$ cat config.mk
export PLATFORM = sky130hd
export DESIGN_NAME = gpio_status_and_result_regs
export DESIGN_NICKNAME = d
export VERILOG_FILES = /design/src/gpio_result_pkg.sv /design/src/gpio_pin_cell.sv /design/src/gpio_status_and_result_regs.sv
export SDC_FILE = /design/constraint.sdc
export NUM_CORES = 1
export LEC_CHECK = 0
export ABC_AREA = 1
export BUFFER_PORTS_ARGS = -buffer_cell sky130_fd_sc_hd__clkbuf_2
export CAP_MARGIN = 40
export CORE_ASPECT_RATIO = 1.4
export CORE_MARGIN = 3
export CORE_UTILIZATION = 47
export DETAILED_ROUTE_END_ITERATION = 8
export GPL_ROUTABILITY_DRIVEN = 0
export PLACE_DENSITY = 0.65
export SKIP_LAST_GASP = 1
export SLEW_MARGIN = 20
export SYNTH_ARGS = -nofsm -noshare
export SYNTH_HDL_FRONTEND = slang
export SYNTH_SLANG_ARGS = --single-unit
$ cat constraint.sdc
create_clock -name clk -period 1.88 [get_ports clk]
set_clock_uncertainty 0.05 [all_clocks]
set_input_delay 0.376 -clock clk [delete_from_list [all_inputs] [get_ports clk]]
set_output_delay 0.376 -clock clk [all_outputs]
set_load 0.05 [all_outputs]
$ cat src/gpio_result_pkg.sv
// Constants shared by the pin status and measurement result register bank.
package gpio_result_pkg;

    // Width of the APB byte address.
    localparam int ADDR_W = 12;

    // Register indices; the byte address on the bus is four times the index.
    localparam logic [7:0] PIN_STATUS_IDX = 8'h25;
    localparam logic [7:0] RESULT_FIRST_IDX = 8'h26;
    localparam logic [7:0] BATTERY_IDX = 8'h26;
    localparam logic [7:0] ANALOG_IN_8_IDX = 8'h27;
    localparam logic [7:0] REMOTE_TEMP_ONE_IDX = 8'h28;
    localparam logic [7:0] SHARED_TEMP_AIN_IDX = 8'h29;
    localparam logic [7:0] STANDBY_3V3_IDX = 8'h2a;
    localparam logic [7:0] MAIN_3V3_IDX = 8'h2b;
    localparam logic [7:0] RAIL_5V_IDX = 8'h2c;
    localparam logic [7:0] CORE_RAIL_IDX = 8'h2d;
    localparam logic [7:0] RAIL_POS12_IDX = 8'h2e;
    localparam logic [7:0] RAIL_NEG12_IDX = 8'h2f;
    localparam logic [7:0] ANALOG_IN_0_IDX = 8'h30;
    localparam logic [7:0] ANALOG_IN_1_IDX = 8'h31;
    localparam logic [7:0] RESULT_LAST_IDX = 8'h32;
    localparam int RESULT_COUNT = 13;

    // Configuration and limit registers placed in free index space.
    localparam logic [7:0] PIN_CFG3_IDX = 8'h60;
    localparam logic [7:0] PIN_CFG4_IDX = 8'h61;
    localparam logic [7:0] BAT_HIGH_IDX = 8'h62;
    localparam logic [7:0] BAT_LOW_IDX = 8'h63;
    localparam logic [7:0] ANALOG_IN_8_HIGH_IDX = 8'h64;
    localparam logic [7:0] ANALOG_IN_8_LOW_IDX = 8'h65;
    localparam logic [7:0] LIMIT_STATUS_IDX = 8'h66;
    localparam logic [7:0] SHARED_MODE_IDX = 8'h67;

    // Values after reset.
    localparam logic [7:0] PIN_STATUS_RESET = 8'h00;
    localparam logic [7:0] RESULT_RESET = 8'h00;
    localparam logic [7:0] PIN_CFG_RESET = 8'h00;
    localparam logic [7:0] HIGH_LIMIT_RESET = 8'hff;
    localparam logic [7:0] LOW_LIMIT_RESET = 8'h00;

    // Field positions.
    localparam int LIMIT_BAT_BIT = 0;
    localparam int LIMIT_ANALOG_IN_8_BIT = 1;
    localparam int SHARED_MODE_BIT = 0;
    localparam int PINS_PER_CFG = 4;

    // Channel codes presented by the conversion engine.
    localparam logic [3:0] CH_BATTERY = 4'h0;
    localparam logic [3:0] CH_ANALOG_IN_8 = 4'h1;
    localparam logic [3:0] CH_REMOTE_TEMP_TWO = 4'h3;
    localparam logic [3:0] CH_LAST_PLAIN = 4'hc;
    localparam logic [3:0] CH_ANALOG_IN_9 = 4'hd;

    // Result slots, counted from the first result index.
    localparam logic [3:0] SLOT_BATTERY = 4'h0;
    localparam logic [3:0] SLOT_ANALOG_IN_8 = 4'h1;
    localparam logic [3:0] SLOT_SHARED = 4'h3;
    localparam logic [3:0] SLOT_RAIL_NEG12 = 4'h9;

endpackage

$ cat src/gpio_pin_cell.sv
// One general-purpose pin with its status bit, direction and polarity.
`timescale 1ns/1ps
`default_nettype none
module gpio_pin_cell (
    input wire logic clk,
    input wire logic rst_b,
    input wire logic pin_in,
    input wire logic is_output,
    input wire logic active_high,
    input wire logic wr_en,
    input wire logic wr_data,
    output logic status,
    output logic pin_out,
    output logic pin_oe
);

    logic status_r; // Status bit as software sees it.
    logic status_nxt; // Next status bit.
    logic pin_out_r; // Registered pin drive level.
    logic pin_oe_r; // Registered pin output enable.

    // An input tracks its asserted state; an output takes software writes only.
    always_comb begin
        status_nxt = status_r;
        if (!is_output) begin
            status_nxt = (pin_in == active_high);
        end else if (wr_en) begin
            status_nxt = wr_data;
        end
    end

    // Status register, cleared at reset.
    always_ff @(posedge clk or negedge rst_b) begin
        if (!rst_b) begin
            status_r <= 1'b0;
        end else begin
            status_r <= status_nxt;
        end
    end

    // Pin drive: asserted status gives the active level chosen by polarity.
    always_ff @(posedge clk or negedge rst_b) begin
        if (!rst_b) begin
            pin_out_r <= 1'b0;
            pin_oe_r <= 1'b0;
        end else begin
            pin_out_r <= ~(status_nxt ^ active_high);
            pin_oe_r <= is_output;
        end
    end

    assign status = status_r;
    assign pin_out = pin_out_r;
    assign pin_oe = pin_oe_r;

    // An input pin's status follows the pin's asserted state one edge later.
    property p_input_track;
        @(posedge clk) disable iff (!rst_b)
        !is_output |=> status_r == $past(pin_in == active_high);
    endproperty
    a_input_track: assert property (p_input_track) else $error("input status wrong");

    // An input pin ignores writes.
    property p_input_ro;
        @(posedge clk) disable iff (!rst_b)
        (!is_output && wr_en && (wr_data != (pin_in == active_high))) |=> status_r != $past(wr_data);
    endproperty
    a_input_ro: assert property (p_input_ro) else $error("input status took a write");

    // A write to an output pin drives the matching level next edge.
    property p_output_drive;
        @(posedge clk) disable iff (!rst_b)
        (is_output && wr_en) |=> pin_oe_r && pin_out_r == ($past(wr_data) ~^ $past(active_high));
    endproperty
    a_output_drive: assert property (p_output_drive) else $error("pin drive level wrong");

endmodule
`default_nettype wire

$ cat src/gpio_status_and_result_regs.sv
// APB register bank holding the upper pin status byte and the measurement results.
//
// Register access over APB was decided locally.
`timescale 1ns/1ps
`default_nettype none
module gpio_status_and_result_regs #(
    parameter int PIN_COUNT = 8
) (
    input wire logic clk,
    input wire logic rst_b,
    input wire logic psel,
    input wire logic penable,
    input wire logic pwrite,
    input wire logic [gpio_result_pkg::ADDR_W-1:0] paddr,
    input wire logic [31:0] pwdata,
    output logic [31:0] prdata,
    output logic pready,
    output logic pslverr,
    input wire logic [PIN_COUNT-1:0] pin_in,
    output logic [PIN_COUNT-1:0] pin_out,
    output logic [PIN_COUNT-1:0] pin_oe,
    input wire logic conv_valid,
    input wire logic [3:0] conv_channel,
    input wire logic [7:0] conv_data
);

    // Bus-side registers.
    logic [31:0] prdata_r; // Read data held for the access phase.
    logic pready_r; // Ready, high in the access phase only.
    logic pslverr_r; // Error answer for unmapped addresses.

    // Configuration registers.
    logic [7:0] pin_cfg3_r; // Direction in even bits, polarity in odd bits, pins 8..11.
    logic [7:0] pin_cfg4_r; // Same layout for pins 12..15.
    logic [7:0] bat_high_r; // Battery high limit.
    logic [7:0] bat_low_r; // Battery low limit.
    logic [7:0] analog_in_8_high_r; // Analog input 8 high limit.
    logic [7:0] analog_in_8_low_r; // Analog input 8 low limit.
    logic shared_mode_r; // One selects analog input 9 on the shared pins.
    logic [1:0] limit_status_r; // Out-of-limit flags from the last conversion.

    // Result memory, one byte per channel slot.
    logic [7:0] result_r [0:gpio_result_pkg::RESULT_COUNT-1];

    // Decode helpers.
    logic [7:0] bus_idx; // Register index taken from the address.
    logic addr_ok; // Address is word aligned and inside the index space.
    logic setup_phase; // First cycle of an APB transfer.
    logic wr_fire; // Write commits at this edge.
    logic [31:0] rd_data_nxt; // Read data for the current address.
    logic rd_err_nxt; // Error answer for the current address.
    logic [7:0] result_slot; // Index minus first result index.
    logic [PIN_COUNT-1:0] pin_status; // Status bits from the pin cells.
    logic [PIN_COUNT-1:0] pin_dir; // Direction per pin, one is output.
    logic [PIN_COUNT-1:0] pin_pol; // Polarity per pin, one is active high.
    logic [15:0] pin_cfg_both; // Configuration four above configuration three.
    logic pin_wr_en; // Write strobe for the pin status register.

    // Conversion helpers.
    logic conv_take; // The conversion result is stored.
    logic [3:0] conv_slot; // Slot that receives the result.

    // Address split: word index and checks on the unused bits.
    assign bus_idx = paddr[9:2];
    assign addr_ok = (paddr[1:0] == 2'b00) && (paddr[gpio_result_pkg::ADDR_W-1:10] == 2'b00);
    assign setup_phase = psel && !penable;
    assign wr_fire = psel && penable && pready_r && pwrite && addr_ok;
    assign result_slot = bus_idx - gpio_result_pkg::RESULT_FIRST_IDX;
    assign pin_wr_en = wr_fire && (bus_idx == gpio_result_pkg::PIN_STATUS_IDX);

    // Read decode; unmapped addresses answer with an error and zero data.
    always_comb begin
        rd_data_nxt = 32'h0000_0000;
        rd_err_nxt = 1'b0;
        if (!addr_ok) begin
            rd_err_nxt = 1'b1;
        end else if (bus_idx == gpio_result_pkg::PIN_STATUS_IDX) begin
            rd_data_nxt[PIN_COUNT-1:0] = pin_status;
        end else if ((bus_idx >= gpio_result_pkg::RESULT_FIRST_IDX) &&
                     (bus_idx <= gpio_result_pkg::RESULT_LAST_IDX)) begin
            rd_data_nxt[7:0] = result_r[result_slot[3:0]];
        end else if (bus_idx == gpio_result_pkg::PIN_CFG3_IDX) begin
            rd_data_nxt[7:0] = pin_cfg3_r;
        end else if (bus_idx == gpio_result_pkg::PIN_CFG4_IDX) begin
            rd_data_nxt[7:0] = pin_cfg4_r;
        end else if (bus_idx == gpio_result_pkg::BAT_HIGH_IDX) begin
            rd_data_nxt[7:0] = bat_high_r;
        end else if (bus_idx == gpio_result_pkg::BAT_LOW_IDX) begin
            rd_data_nxt[7:0] = bat_low_r;
        end else if (bus_idx == gpio_result_pkg::ANALOG_IN_8_HIGH_IDX) begin
            rd_data_nxt[7:0] = analog_in_8_high_r;
        end else if (bus_idx == gpio_result_pkg::ANALOG_IN_8_LOW_IDX) begin
            rd_data_nxt[7:0] = analog_in_8_low_r;
        end else if (bus_idx == gpio_result_pkg::LIMIT_STATUS_IDX) begin
            rd_data_nxt[1:0] = limit_status_r;
        end else if (bus_idx == gpio_result_pkg::SHARED_MODE_IDX) begin
            rd_data_nxt[gpio_result_pkg::SHARED_MODE_BIT] = shared_mode_r;
        end else begin
            rd_err_nxt = 1'b1;
        end
    end

    // APB answer: one wait-free access phase after every setup cycle.
    always_ff @(posedge clk or negedge rst_b) begin
        if (!rst_b) begin
            pready_r <= 1'b0;
            pslverr_r <= 1'b0;
            prdata_r <= 32'h0000_0000;
        end else begin
            pready_r <= setup_phase && !pready_r;
            if (setup_phase) begin
                pslverr_r <= rd_err_nxt;
                prdata_r <= pwrite ? 32'h0000_0000 : rd_data_nxt;
            end else if (pready_r) begin
                pslverr_r <= 1'b0;
                prdata_r <= 32'h0000_0000;
            end
        end
    end

    // Pin configuration registers, written by software.
    always_ff @(posedge clk or negedge rst_b) begin
        if (!rst_b) begin
            pin_cfg3_r <= gpio_result_pkg::PIN_CFG_RESET;
            pin_cfg4_r <= gpio_result_pkg::PIN_CFG_RESET;
            shared_mode_r <= 1'b0;
        end else if (wr_fire) begin
            if (bus_idx == gpio_result_pkg::PIN_CFG3_IDX) begin
                pin_cfg3_r <= pwdata[7:0];
            end else if (bus_idx == gpio_result_pkg::PIN_CFG4_IDX) begin
                pin_cfg4_r <= pwdata[7:0];
            end else if (bus_idx == gpio_result_pkg::SHARED_MODE_IDX) begin
                shared_mode_r <= pwdata[gpio_result_pkg::SHARED_MODE_BIT];
            end
        end
    end

    // Limit registers for the two compared channels.
    always_ff @(posedge clk or negedge rst_b) begin
        if (!rst_b) begin
            bat_high_r <= gpio_result_pkg::HIGH_LIMIT_RESET;
            bat_low_r <= gpio_result_pkg::LOW_LIMIT_RESET;
            analog_in_8_high_r <= gpio_result_pkg::HIGH_LIMIT_RESET;
            analog_in_8_low_r <= gpio_result_pkg::LOW_LIMIT_RESET;
        end else if (wr_fire) begin
            if (bus_idx == gpio_result_pkg::BAT_HIGH_IDX) begin
                bat_high_r <= pwdata[7:0];
            end else if (bus_idx == gpio_result_pkg::BAT_LOW_IDX) begin
                bat_low_r <= pwdata[7:0];
            end else if (bus_idx == gpio_result_pkg::ANALOG_IN_8_HIGH_IDX) begin
                analog_in_8_high_r <= pwdata[7:0];
            end else if (bus_idx == gpio_result_pkg::ANALOG_IN_8_LOW_IDX) begin
                analog_in_8_low_r <= pwdata[7:0];
            end
        end
    end

    // Channel to slot; the shared slot takes only the configured function.
    always_comb begin
        conv_slot = conv_channel;
        conv_take = 1'b0;
        if (conv_valid) begin
            if (conv_channel == gpio_result_pkg::CH_ANALOG_IN_9) begin
                conv_slot = gpio_result_pkg::SLOT_SHARED;
                conv_take = shared_mode_r;
            end else if (conv_channel == gpio_result_pkg::CH_REMOTE_TEMP_TWO) begin
                conv_take = !shared_mode_r;
            end else if (conv_channel <= gpio_result_pkg::CH_LAST_PLAIN) begin
                conv_take = 1'b1;
            end
        end
    end

    // Results are written whole in one edge, so a read never sees a partial byte.
    always_ff @(posedge clk or negedge rst_b) begin
        if (!rst_b) begin
            for (int i = 0; i < gpio_result_pkg::RESULT_COUNT; i++) begin
                result_r[i] <= gpio_result_pkg::RESULT_RESET;
            end
        end else if (conv_take) begin
            result_r[conv_slot] <= conv_data;
        end
    end

    // Out-of-limit flags reflect the most recent conversion of each channel.
    always_ff @(posedge clk or negedge rst_b) begin
        if (!rst_b) begin
            limit_status_r <= 2'b00;
        end else if (conv_valid) begin
            if (conv_channel == gpio_result_pkg::CH_BATTERY) begin
                limit_status_r[gpio_result_pkg::LIMIT_BAT_BIT] <=
                    (conv_data > bat_high_r) || (conv_data < bat_low_r);
            end else if (conv_channel == gpio_result_pkg::CH_ANALOG_IN_8) begin
                limit_status_r[gpio_result_pkg::LIMIT_ANALOG_IN_8_BIT] <=
                    (conv_data > analog_in_8_high_r) || (conv_data < analog_in_8_low_r);
            end
        end
    end

    // Both configuration bytes side by side, so pin n uses bits 2n and 2n+1 with no range hazard.
    assign pin_cfg_both = {pin_cfg4_r, pin_cfg3_r};

    // Per-pin direction and polarity from the two configuration registers.
    always_comb begin
        for (int p = 0; p < PIN_COUNT; p++) begin
            pin_dir[p] = pin_cfg_both[2*p];
            pin_pol[p] = pin_cfg_both[2*p+1];
        end
    end

    // One cell per pin; status bit n belongs to pin 8 plus n.
    for (genvar g = 0; g < PIN_COUNT; g++) begin : g_pin
        gpio_pin_cell u_cell (
            .clk(clk),
            .rst_b(rst_b),
            .pin_in(pin_in[g]),
            .is_output(pin_dir[g]),
            .active_high(pin_pol[g]),
            .wr_en(pin_wr_en),
            .wr_data(pwdata[g]),
            .status(pin_status[g]),
            .pin_out(pin_out[g]),
            .pin_oe(pin_oe[g])
        );
    end

    assign prdata = prdata_r;
    assign pready = pready_r;
    assign pslverr = pslverr_r;

    // Helper views of single result slots for the checks below.
    logic [7:0] bat_result_view;
    logic [7:0] shared_result_view;
    logic [7:0] neg12_result_view;
    assign bat_result_view = result_r[gpio_result_pkg::SLOT_BATTERY];
    assign shared_result_view = result_r[gpio_result_pkg::SLOT_SHARED];
    assign neg12_result_view = result_r[gpio_result_pkg::SLOT_RAIL_NEG12];

    // Every setup cycle is answered in the next cycle, and only for one cycle.
    property p_ready_once;
        @(posedge clk) disable iff (!rst_b)
        setup_phase |=> pready_r ##1 !pready_r;
    endproperty
    a_ready_once: assert property (p_ready_once) else $error("ready timing wrong");

    // A battery conversion lands whole in its result register.
    property p_bat_update;
        @(posedge clk) disable iff (!rst_b)
        (conv_valid && conv_channel == gpio_result_pkg::CH_BATTERY)
            |=> bat_result_view == $past(conv_data);
    endproperty
    a_bat_update: assert property (p_bat_update) else $error("battery result not stored");

    // Bus writes never change a result register.
    property p_result_ro;
        @(posedge clk) disable iff (!rst_b)
        (!conv_valid && wr_fire) |=> $stable(bat_result_view) && $stable(neg12_result_view);
    endproperty
    a_result_ro: assert property (p_result_ro) else $error("result changed by a write");

    // The shared slot ignores the function that is not selected.
    property p_shared_select;
        @(posedge clk) disable iff (!rst_b)
        (conv_valid && shared_mode_r && conv_channel == gpio_result_pkg::CH_REMOTE_TEMP_TWO)
            |=> $stable(shared_result_view);
    endproperty
    a_shared_select: assert property (p_shared_select) else $error("shared slot wrong");

    // A read of the -12 V result returns the slot's value.
    property p_read_neg12;
        @(posedge clk) disable iff (!rst_b)
        (setup_phase && !pwrite && addr_ok && bus_idx == gpio_result_pkg::RAIL_NEG12_IDX)
            |=> prdata_r == {24'h00_0000, $past(neg12_result_view)} && !pslverr_r;
    endproperty
    a_read_neg12: assert property (p_read_neg12) else $error("read of -12 V result wrong");

    // Input 8 limit flag follows the comparison of the last conversion.
    property p_analog_in_8_limit;
        @(posedge clk) disable iff (!rst_b)
        (conv_valid && conv_channel == gpio_result_pkg::CH_ANALOG_IN_8)
            |=> limit_status_r[gpio_result_pkg::LIMIT_ANALOG_IN_8_BIT] ==
                (($past(conv_data) > $past(analog_in_8_high_r)) ||
                 ($past(conv_data) < $past(analog_in_8_low_r)));
    endproperty
    a_analog_in_8_limit: assert property (p_analog_in_8_limit) else $error("limit flag wrong");

    // Pin status read returns the pin cells' bits in order.
    property p_status_read;
        @(posedge clk) disable iff (!rst_b)
        (setup_phase && !pwrite && addr_ok && bus_idx == gpio_result_pkg::PIN_STATUS_IDX)
            |=> prdata_r[PIN_COUNT-1:0] == $past(pin_status);
    endproperty
    a_status_read: assert property (p_status_read) else $error("status read wrong");

    // A write to an input pin's status bit leaves that bit at the pin's state.
    property p_pin8_input;
        @(posedge clk) disable iff (!rst_b)
        (pin_wr_en && !pin_dir[0]) |=> pin_status[0] == ($past(pin_in[0]) == $past(pin_pol[0]));
    endproperty
    a_pin8_input: assert property (p_pin8_input) else $error("input bit accepted write");

    // The selected analog input 9 result lands in the shared slot.
    property p_shared_analog_in_9;
        @(posedge clk) disable iff (!rst_b)
        (conv_valid && shared_mode_r && conv_channel == gpio_result_pkg::CH_ANALOG_IN_9)
            |=> shared_result_view == $past(conv_data);
    endproperty
    a_shared_analog_in_9: assert property (p_shared_analog_in_9) else $error("input 9 lost");

    // Battery limit flag follows the comparison of the last conversion.
    property p_bat_limit;
        @(posedge clk) disable iff (!rst_b)
        (conv_valid && conv_channel == gpio_result_pkg::CH_BATTERY)
            |=> limit_status_r[gpio_result_pkg::LIMIT_BAT_BIT] ==
                (($past(conv_data) > $past(bat_high_r)) ||
                 ($past(conv_data) < $past(bat_low_r)));
    endproperty
    a_bat_limit: assert property (p_bat_limit) else $error("battery flag wrong");

    // A misaligned or out-of-range address is answered with an error and zero data.
    property p_bad_addr_err;
        @(posedge clk) disable iff (!rst_b)
        (setup_phase && !addr_ok) |=> pready_r && pslverr_r && prdata_r == 32'h0000_0000;
    endproperty
    a_bad_addr_err: assert property (p_bad_addr_err) else $error("bad address not refused");

    // Read data and error stand only while ready is high, so stale values never leak.
    property p_idle_quiet;
        @(posedge clk) disable iff (!rst_b)
        !pready_r |-> prdata_r == 32'h0000_0000 && !pslverr_r;
    endproperty
    a_idle_quiet: assert property (p_idle_quiet) else $error("answer outside access phase");

endmodule
`default_nettype wire

==> run metrics, run 1 <==
status completed; Fmax between 500 and 600 MHz; CP cell instances inv_1, ha_4, nand2_1, o21ai_1, nand2_1, o211ai_1, o41ai_2, buf_4, o21ai_2, nand2_1, nand2_1; Layout Area Growth over Synthesis 19.8%; Top Ports 120; site row count 62; syn avg cell area 7.92 sq um; most frequent cells in the layout 306 x nand2_1, 218 x o21ai_0, 172 x dfrtp_1; routed vias/inst around 5.2; Antenna Nets Post-Route 0; commonest non-fill, non-tap cell in the layout nand2_1; # DRC 0; PD cells approximately 860 nW/um^2; clock buffer count from CTS 17; R2R cell count 11; Hold Crit Start penable; Synth cell types 43; clock sinks 189; Max stage delay on crit path 0.54 ns; Slew HR 56.6%; CP max stage cell dfstp_2; clock latency on the worst-skew pair 0.44 ns; final total power between 10 and 15 mW; CP Buf/Inv Count 2; RR Endpoint limit_status_r[0]$_DFFE_PN0P_; R2R Path Start bat_high_r[3]$_DFFE_PN1P_; clock-pin slew on the worst setup and hold paths 0.07 ns; register bit total from synthesis approximately 190; largest net degree at the start of global routing 53; CTS Buffer Depth 2; Setup Slack @ Placement -0.337 ns; Arr. time, crit path 2.11 ns; share of cells above drive strength 1 around a fifth; overall routing resource usage approximately 25%; async set-reset flop share out of synthesis 100%; clock share of power 35.8%; initial DRC count around 610; dpl hpwl 21000 microns; Critical Path End Type flip-flop; Die W 129 microns; first-pass GRT wire length between 40000 and 50000 microns; Leak 5.95 nW; Final setup viols 0; Tmin final about 1.8 ns; clock root buffer clkbuf_16; Yosys top cell area share 43.7%; Top Family by Delay on Critical Path flip-flops; top cells by area, synth dfrtp_1 44%, nand2_1 12%, o21ai_0 11%; Max Slew Vio Count 0; initial antenna violation count 0; Tcrit/Tclk final 94.9%; Avg WL per Cell 16.7 microns; CP max FO 2; Startpoint Class flip-flop; Critical Path RT 2.21 ns; DIE HEIGHT 178 microns; total internal power 7.11 mW; core area 20600 sq um; Via Count between 8000 and 9000; ys flop type dfrtp_1; share of total power in combinational logic 16.2%; final hold violations 0; Sw Ratio between 30% and 40%; first-pass detailed-route iteration total 5; vias in the first global route 8437; Psw between 3 and 4 mW; cells after synthesis 1250; cell taking the most area after synthesis dfrtp_1; critical path type flip-flop to flip-flop; Hold Crit Class input port to flip-flop; H-tree depth 4; flop2flop setup slack 0.1 ns; RSZ-0062 raised after global routing yes; worst slew pin tran 0.649 ns; Die Footprint ~23000 sq um; total grt overflow 0; sequential area share after synthesis 48.0%; Post-CTS Setup Bufs 0; Total Wirelength about 28000 microns; Seq pwr share between 40 and 50%; nets 1503; Yosys warnings 0; # diodes 0; Mapped Area 9900 sq um; CTS tree built; Post-synth EDFFs 0; Port Buf Inserts 71; number of max-cap violations 0; endpoint of the worst hold path pready$_DFF_PN0_; most used cell, CP nand2_1; Final WS setup 0.0964 ns; Worst VDD drop slightly above 0.6 mV; WHS Path Cells 4; post-route setup TNS 0 ns; # fillers 1911; Initial Util 48.0%
-- state kept, by name, indices dropped and copies added (netlist names) --
| register | flops |
|---|---|
| shared_result_view | 8 |
| g_pin.u_cell.pin_oe | 8 |
| shared_mode_r | 1 |
| g_pin.u_cell.pin_out | 8 |
| pin_cfg4_r | 8 |
| pin_cfg3_r | 8 |
| prdata | 8 |
| result_r | 80 |
| pslverr | 1 |
| bat_result_view | 8 |
| pready | 1 |
| g_pin.u_cell.status | 8 |
| analog_in_8_low_r | 8 |
| neg12_result_view | 8 |
| analog_in_8_high_r | 8 |
| bat_high_r | 8 |
| limit_status_r | 2 |
| bat_low_r | 8 |
-- layer usage --
| layer | global-route usage [%] | up-vias | routed length (microns) |
|---|---|---|---|
| met3 | 3.64 | 68 | 1160 |
| met1 | 30.1 | 4131 | 10900 |
| met2 | 44.7 | 263 | 14700 |
| met5 | 0 | - | 0 |
| met4 | 11.1 | 0 | 1150 |
| li1 | - | 4271 | - |
-- Yosys cell counts (5+ instances only) --
library cell  instances
o22ai_1               7
a21boi_1              6
clkbuf_1             20
dfstp_2              16
nor3_1               10
nor2_1              133
dfrtp_1             173
a31oi_1               8
o211ai_1              5
nand4_1              10
nand3b_1              5
nand3_1              37
xor2_1                9
buf_2                17
inv_1               124
buf_4                45
nand2_1             307
ha_1                 32
a21oi_1              24
o21ai_0             220
-- stage by stage --
step                std cells  cell area [sq um]  utilization [%]  hold WS, ns
floorplan                1273               9990                -       0.0304
global placement         1637              11200             54.3        0.262
detailed placement       1637              11200             54.3        0.263
CTS                      1670              11800             57.2        0.163
global route             1670              11900             57.5        0.187
finish                   1670              11900             57.5        0.176
-- worst max path at each step --
| stage | startpoint | endpoint | slack [ns] | cells after the start |
|---|---|---|---|---|
| final | bat_high_r[3]$_DFFE_PN1P_ | limit_status_r[0]$_DFFE_PN0P_ | 0.1 | 11 |
| after detailed placement | paddr[4] | prdata[5]$_DFFE_PN0P_ | -0.34 | 14 |
| after global placement | paddr[4] | prdata[5]$_DFFE_PN0P_ | -0.33 | 14 |
| after floorplan | paddr[3] | prdata[2]$_DFFE_PN0P_ | 0.11 | 10 |
| after global routing | bat_high_r[3]$_DFFE_PN1P_ | limit_status_r[0]$_DFFE_PN0P_ | -0.08 | 11 |
| after CTS | bat_high_r[7]$_DFFE_PN1P_ | limit_status_r[0]$_DFFE_PN0P_ | 0.002 | 8 |
-- logic make-up after synthesis --
group	Yosys count	share of synthesized area [%]
flops	189	48.0
simple gates	522	21.8
buf+inv	214	10.3
compound gates	281	14.9
fa+ha+maj	32	4.04
xor+xnor	11	0.973
other cells	1	0.0379
-- power by group through the flow --
stage / Combinational [mW] / Sequential, mW / Clock, mW
6_report: 1.64 / 4.89 / 3.64
5_1_grt: 1.87 / 4.95 / 3.88
4_1_cts: 1.64 / 4.88 / 3.69
3_5_place_dp: 1.63 / 4.95 / 0
3_3_place_gp: 1.59 / 4.94 / 0
2_1_floorplan: 1.04 / 4.88 / 0
-- area by class of cell --
cell class	count	area [sq um]	share of cell area, %
sequential	189	4750	40.0
clock inverter	15	165	1.39
clock buffer	17	425	3.58
multi-input combinational	870	4280	36.1
tap	256	320	2.70
timing repair buffer	197	1450	12.2
inverter	126	473	3.99
-- tightest hold or removal path, stage by stage --
cell	delay, ns
clkbuf_2	0.09
nor2_1	0.06
inv_1	0.07
nor2_1	0.04
-- repair_timing --
item                                    in CTS  in global routing
endpoints found under the hold margin       30                  0
hold buffers                                 1                  0
endpoints found under the setup margin       0                  4
resized for setup                            0                 12
Note: power is estimated with default switching activity, not from simulation.
==> run 2: changes to the inputs <==
ABC_AREA = default   (was 1)
PLACE_DENSITY = 0.63   (was 0.65)
==> run metrics, run 2 <==
CTS Buffer Depth 2; Mapped Area 9890 sq um; final hold violations 0; DIE HEIGHT between 150 and 200 microns; Fmax 533 MHz; critical path type flip-flop to flip-flop; most flop-heavy register result_r; Synth cell types 59; total grt overflow 0; syn avg cell area 12.1 sq um; Yosys warnings 0; CTS tree built; largest net degree at the start of global routing 49; Final setup viols 0; FF+latch area 4750 sq um; initial DRC count roughly 380; Final WS setup about 0.0036 ns; clock sinks 189; Slew HR 62.1%; Die W approximately 130 microns; share of cells above drive strength 1 44.8%; clock latency on the worst-skew pair 0.44 ns; sequential area share after synthesis around 48%; ys flop type dfrtp_1; Tmin final 1.88 ns; worst slew pin tran 0.562 ns; Arr. time, crit path 2.21 ns; final core utilization roughly three fifths; # DRC 0; CP max FO 3; first-pass GRT wire length about 41000 microns; placed instance area 11300 sq um; clock-pin slew on the worst setup and hold paths 0.07 ns; footprint of the multi-input gates between 4000 and 5000 sq um; Die Footprint 22800 sq um; PD cells 858 nW/um^2; Max Slew Vio Count 0; most frequent cells in the layout 173 x dfrtp_1, 127 x mux2_2, 119 x buf_4; Worst VDD drop roughly 0.66 mV; max FFs per register 80; status completed; initial antenna violation count 0; Avg WL per Cell 21.3 microns; async set-reset flop share out of synthesis 100%; Total Wirelength 26700 microns; Layout Area Growth over Synthesis 22.1%; number of max-cap violations 0; Setup Slack @ Placement -0.493 ns; Startpoint Class flip-flop; Yosys top cell area share around 44%; Tcrit/Tclk final 99.8%; Critical Path RT around 2.2 ns; core area 20600 sq um; Leak 5.66 nW; Critical Path End Type flip-flop; Port Buf Inserts 71; most common cell in the netlist dfrtp_1; top cells by area, synth dfrtp_1 44%, mux2_2 15%, mux4_2 5.5%; fin area between 10000 and 15000 sq um; final total power ~10 mW; clock buffer count from CTS 17; Initial Util 47.9%; Via Count 6993; Antenna Nets Post-Route 0; site row count 62; flop2flop setup slack 0.004 ns; Post-synth EDFFs 0; RSZ-0062 raised after global routing yes; cell taking the most area after synthesis dfrtp_1; Hold Crit Class input port to flip-flop; commonest non-fill, non-tap cell in the layout dfrtp_1; # fillers 1702; routed vias/inst 5.59; Top Ports 120; clock root buffer clkbuf_16; first-pass detailed-route iteration total 4; nets about 1100; dpl hpwl ~20000 microns; cells after synthesis 817; H-tree depth 4; register bit total from synthesis between 150 and 200; overall routing resource usage 23.9%; synth cell count leaders 173 x dfrtp_1, 128 x mux2_2, 46 x nand2_1, 42 x buf_4, 40 x o21ai_0; vias in the first global route between 7000 and 8000
run 2: cell types whose count changed in the layout (fill, tap and decap cells not counted), sizes merged, moves of 11 or more:
cell and delta:
xnor2 +15, mux2i +26, inv -99, nand3 -30, o21ai -185, nand2b +11
mux4 +24, mux2 +136, nand2 -265, nor2b +12, nor2 -102
run 2: where the power goes:
part | switching [mW] | internal (mW) | total (mW)
sequential | 0.295 | 4.62 | 4.91
clock | 1.67 | 1.91 | 3.58
combinational | 0.910 | 0.953 | 1.86
total | 2.88 | 7.47 | 10.4
run 2: cell families (layout without fill, tap and decap cells):
logic type      count (synthesis)  in the layout  share of synthesized area [%]
flops                         189            189                           48.0
mux                           186            186                           23.9
compound gates                130            130                           8.39
buf+inv                       111            264                           6.07
fa+ha+maj                      32             32                           4.05
other cells                     1             25                         0.0379
xor+xnor                       18             18                           1.59
simple gates                  150            150                           7.95
run 2: worst paths after layout:
check | start | to | depth (start not counted)
worst max-delay path | bat_high_r[7]$_DFFE_PN1P_ | limit_status_r[0]$_DFFE_PN0P_ | 6
worst min-delay path | pin_in[3] | g_pin[3].u_cell.pin_out$_DFF_PN0_ | 3
worst max register to register | bat_high_r[7]$_DFFE_PN1P_ | limit_status_r[0]$_DFFE_PN0P_ | 6
worst min register to register | result_r[65]$_DFFE_PN0P_ | result_r[65]$_DFFE_PN0P_ | 1
max in group asynchronous | rst_b | bat_high_r[0]$_DFFE_PN1P_ | 3
min in group asynchronous | rst_b | bat_low_r[5]$_DFFE_PN0P_ | 2
run 2: timing repair:
action / 4_1_cts / 5_1_grt
setup buffers: 2 / 2
gates resized for setup: 11 / 20
endpoints found under the setup margin: 5 / 11
pin swaps: 3 / 10
hold buffers: 1 / 0
endpoints found under the hold margin: 28 / 0
cloned: 0 / 0
run 2: layout make-up:
cell class / instances / share of cell area, %
clock inverter: 12 / 1.05
antenna: 1 / 0.0207
multi-input combinational: 540 / 40.0
tap: 256 / 2.65
sequential: 189 / 39.3
inverter: 31 / 0.964
clock buffer: 20 / 3.70
timing repair buffer: 201 / 12.3
run 2: stage by stage:
step / setup TNS (ns) / hold slack (ns) / instances
after CTS: -0.0580 / 0.125 / 1247
after detailed placement: -22.02 / 0.329 / 1212
after global placement: -20.56 / 0.330 / 1212
after floorplan: -3.49 / 0.0304 / 840
final: 0 / 0.133 / 1250
after global routing: -0.143 / 0.149 / 1249
run 2: worst max-delay path: stages, from the launching register on:
cell and delay, ns:
dfstp_2 0.52, inv_1 0.05, ha_1 0.30, nand4_1 0.16
buf_4 0.18, o311ai_2 0.35, mux2_4 0.21
run 2: routing by layer:
| metal | part of all wire, % | wire (microns) | up-vias | GRT usage, % |
|---|---|---|---|---|
| met5 | 0 | 0 | - | 0 |
| met4 | 3.9 | 1050 | 0 | 10.4 |
| met3 | 3.1 | 829 | 51 | 2.89 |
| met2 | 55 | 14700 | 161 | 43.9 |
| met1 | 38 | 10000 | 3573 | 27.8 |
| li1 | - | - | 3208 | - |
